<file path="src/pkg/slpg_regs.vh">
/*
  timing constants and pattern phase lengths for the status led pattern generator.
  assumes a 100 MHz core clock and a 1 ms tick derived from it.
*/
`ifndef SLPG_REGS_VH
`define SLPG_REGS_VH

`define SLPG_CLK_HZ          100000000
`define SLPG_TICK_HZ         1000
`define SLPG_TICK_CYCLES     (`SLPG_CLK_HZ / `SLPG_TICK_HZ)
`define SLPG_FLICKER_MS      50
`define SLPG_BLINK_MS        200
`define SLPG_DBL_PAUSE_MS    1000
`define SLPG_DIST_LATENCY_MS 15
`define SLPG_SAMPLE_BITS     16

`endif

</file>
<file path="src/core/slpg_tick.v">
/*
  millisecond tick divider: one-cycle enable pulse every period cycles.
  assumes a single clock and an asynchronous active-low clear from the parent.
*/
`timescale 1ns/100ps
`default_nettype none

module slpg_tick #(
  parameter PERIOD = 100000
) (
  input  wire        clk_i,
  input  wire        rst_n_i,
  output reg         tick_o
);

  reg [31:0] count;

  // free-running divider, wraps at period - 1
  always @(posedge clk_i or negedge rst_n_i)
  begin
    if (!rst_n_i)
    begin
      count  <= 32'h0000_0000;
      tick_o <= 1'b0;
    end
    else if (count == PERIOD - 1)
    begin
      count  <= 32'h0000_0000;
      tick_o <= 1'b1;
    end
    else
    begin
      count  <= count + 32'h0000_0001;
      tick_o <= 1'b0;
    end
  end

endmodule // slpg_tick

`default_nettype wire

</file>
<file path="src/core/slpg_top.v">
/*
  status led pattern generator: maps module state to run and fault led patterns.
  assumes all state inputs come from other clock domains or pins and are synchronised here.
*/
`timescale 1ns/100ps
`default_nettype none
`include "slpg_regs.vh"

module slpg_top #(
  parameter TICK_CYCLES = `SLPG_TICK_CYCLES,
  parameter NCHAN       = 4
) (
  input  wire                                  core_clk_i,
  input  wire                                  rst_n_i,
  input  wire                                  failed_i,
  input  wire                                  watchdog_expired_i,
  input  wire                                  self_test_ok_i,
  input  wire                                  operational_i,
  input  wire                                  auto_addressing_i,
  input  wire                                  pre_operational_i,
  input  wire                                  over_voltage_i,
  input  wire                                  field_power_local_fault_i,
  input  wire                                  field_power_distributor_fault_i,
  input  wire                                  nonfatal_error_i,
  input  wire                                  island_bus_stopped_i,
  input  wire [NCHAN*`SLPG_SAMPLE_BITS-1:0]    chan_sample_i,
  output reg  [NCHAN*`SLPG_SAMPLE_BITS-1:0]    chan_sample_o,
  output reg                                   run_led_o,
  output reg                                   fault_led_o
);

  localparam NIN = 11;
  // full-width copies, then cut on purpose to the counter widths
  localparam [31:0] FLK_MS_W      = `SLPG_FLICKER_MS;
  localparam [31:0] BLK_MS_W      = `SLPG_BLINK_MS;
  localparam [31:0] DBL_MS_W      = 3 * `SLPG_BLINK_MS + `SLPG_DBL_PAUSE_MS;
  localparam [9:0]  FLK_MS        = FLK_MS_W[9:0];
  localparam [9:0]  BLK_MS        = BLK_MS_W[9:0];
  localparam [10:0] DBL_PERIOD_MS = DBL_MS_W[10:0];

  // led pattern selectors, one-hot
  localparam [4:0] PAT_OFF = 5'b00001;
  localparam [4:0] PAT_ON  = 5'b00010;
  localparam [4:0] PAT_FLK = 5'b00100;
  localparam [4:0] PAT_BLK = 5'b01000;
  localparam [4:0] PAT_DBL = 5'b10000;

  reg          rst_s1;
  reg          rst_s2;
  reg [NIN-1:0] in_s1;
  reg [NIN-1:0] in_s;
  wire         tick;
  reg  [9:0]   flk_ms;
  reg          flk_on;
  reg  [9:0]   blk_ms;
  reg          blk_on;
  reg  [10:0]  dbl_ms;
  reg          dbl_on;
  reg  [4:0]   run_pat;
  reg  [4:0]   fault_pat;
  reg          next_run;
  reg          next_fault;

  // reset release through two flops
  always @(posedge core_clk_i or negedge rst_n_i)
  begin
    if (!rst_n_i)
    begin
      rst_s1 <= 1'b0;
      rst_s2 <= 1'b0;
    end
    else
    begin
      rst_s1 <= 1'b1;
      rst_s2 <= rst_s1;
    end
  end

  // two-flop synchronisers for all state inputs
  always @(posedge core_clk_i or negedge rst_s2)
  begin
    if (!rst_s2)
    begin
      in_s1 <= {NIN{1'b0}};
      in_s  <= {NIN{1'b0}};
    end
    else
    begin
      in_s1 <= {failed_i, watchdog_expired_i, self_test_ok_i, operational_i,
                auto_addressing_i, pre_operational_i, over_voltage_i,
                field_power_local_fault_i, field_power_distributor_fault_i,
                nonfatal_error_i, island_bus_stopped_i};
      in_s  <= in_s1;
    end
  end

  wire s_failed = in_s[10];
  wire s_wdog   = in_s[9];
  wire s_test   = in_s[8];
  wire s_oper   = in_s[7];
  wire s_addr   = in_s[6];
  wire s_preop  = in_s[5];
  wire s_ovv    = in_s[4];
  wire s_fplocal = in_s[3];
  // distributor faults arrive already up to 15 ms late; no filtering added on top
  wire s_fpdist = in_s[2];
  wire s_nferr  = in_s[1];
  wire s_busoff = in_s[0];

  slpg_tick #(
    .PERIOD (TICK_CYCLES)
  ) u_tick (
    .clk_i   (core_clk_i),
    .rst_n_i (rst_s2),
    .tick_o  (tick)
  );

  // flicker: toggle every 50 ms
  always @(posedge core_clk_i or negedge rst_s2)
  begin
    if (!rst_s2)
    begin
      flk_ms <= 10'h000;
      flk_on <= 1'b1;
    end
    else if (tick)
    begin
      if (flk_ms == FLK_MS - 10'h001)
      begin
        flk_ms <= 10'h000;
        flk_on <= ~flk_on;
      end
      else
      begin
        flk_ms <= flk_ms + 10'h001;
      end
    end
  end

  // single blink: toggle every 200 ms
  always @(posedge core_clk_i or negedge rst_s2)
  begin
    if (!rst_s2)
    begin
      blk_ms <= 10'h000;
      blk_on <= 1'b1;
    end
    else if (tick)
    begin
      if (blk_ms == BLK_MS - 10'h001)
      begin
        blk_ms <= 10'h000;
        blk_on <= ~blk_on;
      end
      else
      begin
        blk_ms <= blk_ms + 10'h001;
      end
    end
  end

  // double blink: on, off, on, then a long pause so it reads apart from blink 1
  always @(posedge core_clk_i or negedge rst_s2)
  begin
    if (!rst_s2)
    begin
      dbl_ms <= 11'h000;
    end
    else if (tick)
    begin
      if (dbl_ms == DBL_PERIOD_MS - 11'h001)
        dbl_ms <= 11'h000;
      else
        dbl_ms <= dbl_ms + 11'h001;
    end
  end

  always @*
  begin
    dbl_on = (dbl_ms < {1'b0, BLK_MS}) ||
             ((dbl_ms >= {1'b0, BLK_MS} + {1'b0, BLK_MS}) &&
              (dbl_ms < {1'b0, BLK_MS} + {1'b0, BLK_MS} + {1'b0, BLK_MS}));
  end

  // pattern selection, highest priority first
  always @*
  begin
    run_pat   = PAT_OFF;
    fault_pat = PAT_OFF;
    if (s_failed)
    begin
      run_pat   = PAT_OFF;
      fault_pat = PAT_OFF;
    end
    else if (s_wdog)
    begin
      run_pat   = PAT_ON;
      fault_pat = PAT_ON;
    end
    else if (s_addr)
    begin
      run_pat   = PAT_FLK;
      fault_pat = PAT_OFF;
    end
    else
    begin
      // run led: pre-operational blink, else steady when healthy or on over-voltage
      if (s_preop)
        run_pat = PAT_BLK;
      else if (s_oper && s_test)
        run_pat = PAT_ON;
      else if (s_ovv)
        run_pat = PAT_ON;
      // fault led: power faults over over-voltage over warnings
      if (s_fplocal || s_fpdist)
        fault_pat = PAT_FLK;
      else if (s_ovv)
        fault_pat = PAT_FLK;
      else if (s_busoff)
        fault_pat = PAT_DBL;
      else if (s_nferr)
        fault_pat = PAT_BLK;
    end
  end

  // pattern to level
  always @*
  begin
    case (run_pat)
      PAT_ON:  next_run = 1'b1;
      PAT_FLK: next_run = flk_on;
      PAT_BLK: next_run = blk_on;
      PAT_DBL: next_run = dbl_on;
      default: next_run = 1'b0;
    endcase
    case (fault_pat)
      PAT_ON:  next_fault = 1'b1;
      PAT_FLK: next_fault = flk_on;
      PAT_BLK: next_fault = blk_on;
      PAT_DBL: next_fault = dbl_on;
      default: next_fault = 1'b0;
    endcase
  end

  // registered outputs; samples pass straight through one flop stage
  always @(posedge core_clk_i or negedge rst_s2)
  begin
    if (!rst_s2)
    begin
      run_led_o     <= 1'b0;
      fault_led_o   <= 1'b0;
      chan_sample_o <= {NCHAN*`SLPG_SAMPLE_BITS{1'b0}};
    end
    else
    begin
      run_led_o     <= next_run;
      fault_led_o   <= next_fault;
      chan_sample_o <= chan_sample_i;
    end
  end

endmodule // slpg_top

`default_nettype wire

</file>
<file path="config.mk">
export PLATFORM = sky130hd
export DESIGN_NAME = slpg_top
export DESIGN_NICKNAME = d
export VERILOG_FILES = /design/src/core/slpg_tick.v /design/src/core/slpg_top.v
export VERILOG_INCLUDE_DIRS = /design/src /design/src/pkg
export SDC_FILE = /design/constraint.sdc
export NUM_CORES = 1
export LEC_CHECK = 0
export ABC_AREA = 1
export BUFFER_PORTS_ARGS = -buffer_cell sky130_fd_sc_hd__buf_2
export CAP_MARGIN = 0
export CORE_AREA = 2 2 114 116
export CTS_BUF_LIST = sky130_fd_sc_hd__clkbuf_8 sky130_fd_sc_hd__clkbuf_16
export DETAILED_ROUTE_END_ITERATION = 10
export DIE_AREA = 0 0 116 118
export GPL_ROUTABILITY_DRIVEN = 0
export HOLD_SLACK_MARGIN = 0.15
export PLACE_DENSITY_LB_ADDON = 0.25
export SYNTH_ARGS = -nofsm -noshare
export SYNTH_HDL_FRONTEND = slang
export SYNTH_HIERARCHICAL = 1
export SYNTH_SLANG_ARGS = --single-unit
</file>
<file path="constraint.sdc">
create_clock -name core_clk_i -period 5.9 [get_ports core_clk_i]
set_clock_uncertainty 0.1 [all_clocks]
set_input_delay 1.18 -clock core_clk_i [delete_from_list [all_inputs] [get_ports core_clk_i]]
set_output_delay 1.18 -clock core_clk_i [all_outputs]
set_load 0.05 [all_outputs]
</file>
==> insert_results.sql <==
INSERT INTO impl_metrics (metric_group, metric, value, unit) VALUES
('outcome', 'result_of_the_run', 'finished clean', ''),
('detailed_routing', 'detail_route.wl_per_cell', '13.1', 'microns'),
('setup_path', 'r2r_setup_slack', '3870', 'ps'),
('detailed_routing', 'post_drt_via_cell_ratio', '4.73', ''),
('setup_path', 'rr_worst_depth', '1', ''),
('setup_path', 'r2r-start', 'rst_s2', ''),
('job', 'maxCapViolations', '0', ''),
('timing', 'period_minus_slack', '2310', 'ps'),
('clocking', 'cts_setup_buffers', '0', ''),
('grt', 'grt_antenna_before_repair', '0', ''),
('finish', 'finalInstanceArea', '7620', 'sq um'),
('floorplan', 'initial_core_util', '49.5', '%'),
('floorplan', 'die_w', '116', 'microns'),
('synth', 'yosysWarningCount', '6', ''),
('finish', 'final_common_cell', 'nand2_1', ''),
('timing', 'timing.final.hold_violations', '0', ''),
('setup_path', 'timing.critical_path.arrival', '1030', 'ps'),
('floorplan', 'core_area', '12400', 'sq um'),
('timing', 'setup_repair_after_global_routing_missed_its_margin', 'false', ''),
('power', 'design_power_total', '2.27', 'mW'),
('finish', 'layout-drive-gt1-share', '24.6', '%'),
('placement', 'io_buffers', '142', ''),
('setup_path', 'r2r-end', 'in_s[0]', ''),
('detailed_routing', 'detail_route.iter0.violations', '364', ''),
('setup_path', 'cp-startpoint', 'chan_sample_o[0]', ''),
('synth', 'synth_top_cells_by_area', 'dfrtp_1, nand2_1, nor2_1', ''),
('grt', 'grt_first_pass_wirelength', '21600', 'microns'),
('clocking', 'number_of_levels_in_the_clock_h_tree', '4', ''),
('finish', 'design.final.nets', '885', ''),
('detailed_routing', 'detail_route.drc_violations', '0', ''),
('setup_path', 'crit_type', 'reg2out', ''),
('grt', 'grt_max_degree', '88', ''),
('grt', 'grt_overflow_total', '0', ''),
('synth', 'postSynthNetCount', '726', ''),
('timing', 'worst_pin_slew', '1080', 'ps'),
('setup_path', 'startpoint_type', 'register', ''),
('grt', 'grt_pass1_vias', '4643', ''),
('setup_path', 'worst_ep_required_time', '4620', 'ps'),
('clocking', 'max-clock-path-buffers', '2', ''),
('setup_path', 'cpLargestDelayFamily', 'flip-flops', ''),
('synth', 'synth_area_leader_cell', 'dfrtp_1', ''),
('floorplan', 'rows', '41', ''),
('clocking', 'cts_root_buffer', 'clkbuf_16', ''),
('placement', 'placed_area', '7070', 'sq um'),
('floorplan', 'die_h', '118', 'microns'),
('worst_hold_path', 'holdCritPathClass', 'reg2reg', ''),
('setup_path', 'critPathBufInv', '1', ''),
('synth', 'avgSynthCellArea', '9.56', 'sq um'),
('setup_path', 'critical-path-slowest-cell', 'dfrtp_1', ''),
('power', 'peak_supply_drop', '0.198', 'mV'),
('setup_path', 'timing.critical_path.to', 'chan_sample_o[0]', ''),
('timing', 'setup_violations', '0', ''),
('detailed_routing', 'ant_nets', '0', ''),
('timing', 'max_clock_freq', '0.433', 'GHz'),
('detailed_routing', 'drt_wl_total', '12900', 'microns'),
('timing', 'slew_headroom', '28.1', '%'),
('clocking', 'cts_hold_buf', '0', ''),
('clocking', 'clock_sink_count', '156', ''),
('power', 'pwr_density_cell', '299', 'nW/um^2'),
('clocking', 'number_of_buffers_created_by_cts', '17', ''),
('synth', 'synth.distinct_cells', '33', ''),
('timing', 'fin_crit_sh', '39.2', '%'),
('finish', 'layout_common_cells', 'nand2_1, dfrtp_1, buf_2', ''),
('setup_path', 'cp_slowest_stage_delay', '350', 'ps'),
('clocking', 'cts_resized', '0', ''),
('floorplan', 'pin_count', '143', ''),
('setup_path', 'worst-path-max-fanout', '1', ''),
('setup_path', 'endpoint_kind', 'output port', ''),
('synth', 'synthesis.area', '6140', 'sq um'),
('setup_path', 'crit_path_cell_trace', 'buf_2', ''),
('placement', 'place_hpwl', '9530', 'microns');
==> final cells by class <==
| type | instances | area, sq um |
|---|---|---|
| Inverter | 89 | 334 |
| Clock buffer | 19 | 453 |
| Fill cell | 1052 | 4800 |
| Sequential cell | 156 | 3910 |
| Clock inverter | 12 | 98.8 |
| Timing Repair Buffer | 143 | 718 |
| Tap cell | 172 | 215 |
| Multi-Input combinational cell | 395 | 1890 |
==> worst min-delay path by stage <==
stage               endpoint  slack, ps  depth (start not counted)     start
floorplan            in_s[0]        230                          0  in_s1[0]
global placement     in_s[7]        230                          0  in_s1[7]
detailed placement   in_s[3]        240                          0  in_s1[3]
CTS                  in_s[4]        260                          0  in_s1[4]
global route         in_s[2]        250                          0  in_s1[2]
finish               in_s[8]        250                          0  in_s1[8]
==> logic make-up after synthesis <==
family	share of synthesized area, %
and+or+nand+nor	23.2
muxes	0.163
adders and majority gates	1.22
buffers and inverters	5.70
DFF	63.6
other	0.0610
xor gates and xnor gates	3.56
AOI/OAI and AO/OA	2.57
==> flip-flops by register name (all words and copies together) (netlist names), 10 cells and up <==
register,cells
u_tick/count,32
flk_ms,10
in_s1,11
in_s,11
blk_ms,10
dbl_ms,11
chan_sample_o,64
==> layer usage <==
metal / wire length (microns) / global-route usage [%] / vias up
met5: 0 / 0 / -
met4: 286 / 8.26 / 0
met3: 521 / 5.56 / 21
met2: 6760 / 33.9 / 98
met1: 5370 / 24.8 / 2248
li1: - / - / 2295
==> synthesized netlist by cell type, drive strengths merged <==
cell,number
xnor2,5
nand3,45
ha,6
nand4,8
mux2i,1
nor4,1
clkbuf,2
nand2,170
nor3,7
o21bai,4
a31oi,2
or2,1
dfrtp,154
o221a,1
nor2,104
conb,1
o22ai,1
a21oi,7
inv,89
a31o,2
xor2,20
buf,1
o21ai,9
dfstp,2
==> through the flow <==
| stage | std cells | hold slack, ps | setup slack, ps | util [%] |
|---|---|---|---|---|
| finish | 986 | 252 | 3590 | 61.4 |
| floorplan | 643 | 231 | 1130 | - |
| CTS | 986 | 255 | 3570 | 61.4 |
| global route | 986 | 255 | 3470 | 61.4 |
| detailed placement | 955 | 236 | 3720 | 56.9 |
| global placement | 955 | 234 | 3790 | 56.9 |
==> power by group <==
group | internal (mW) | total, mW | leakage [nW] | switching [mW]
combinational | 0.0358 | 0.150 | 1.71 | 0.115
sequential | 1.10 | 1.12 | 1.96 | 0.0193
clock | 0.596 | 1.00 | 0.272 | 0.407
total | 1.73 | 2.27 | 3.93 | 0.541
Power figures use the tool's default switching activity.
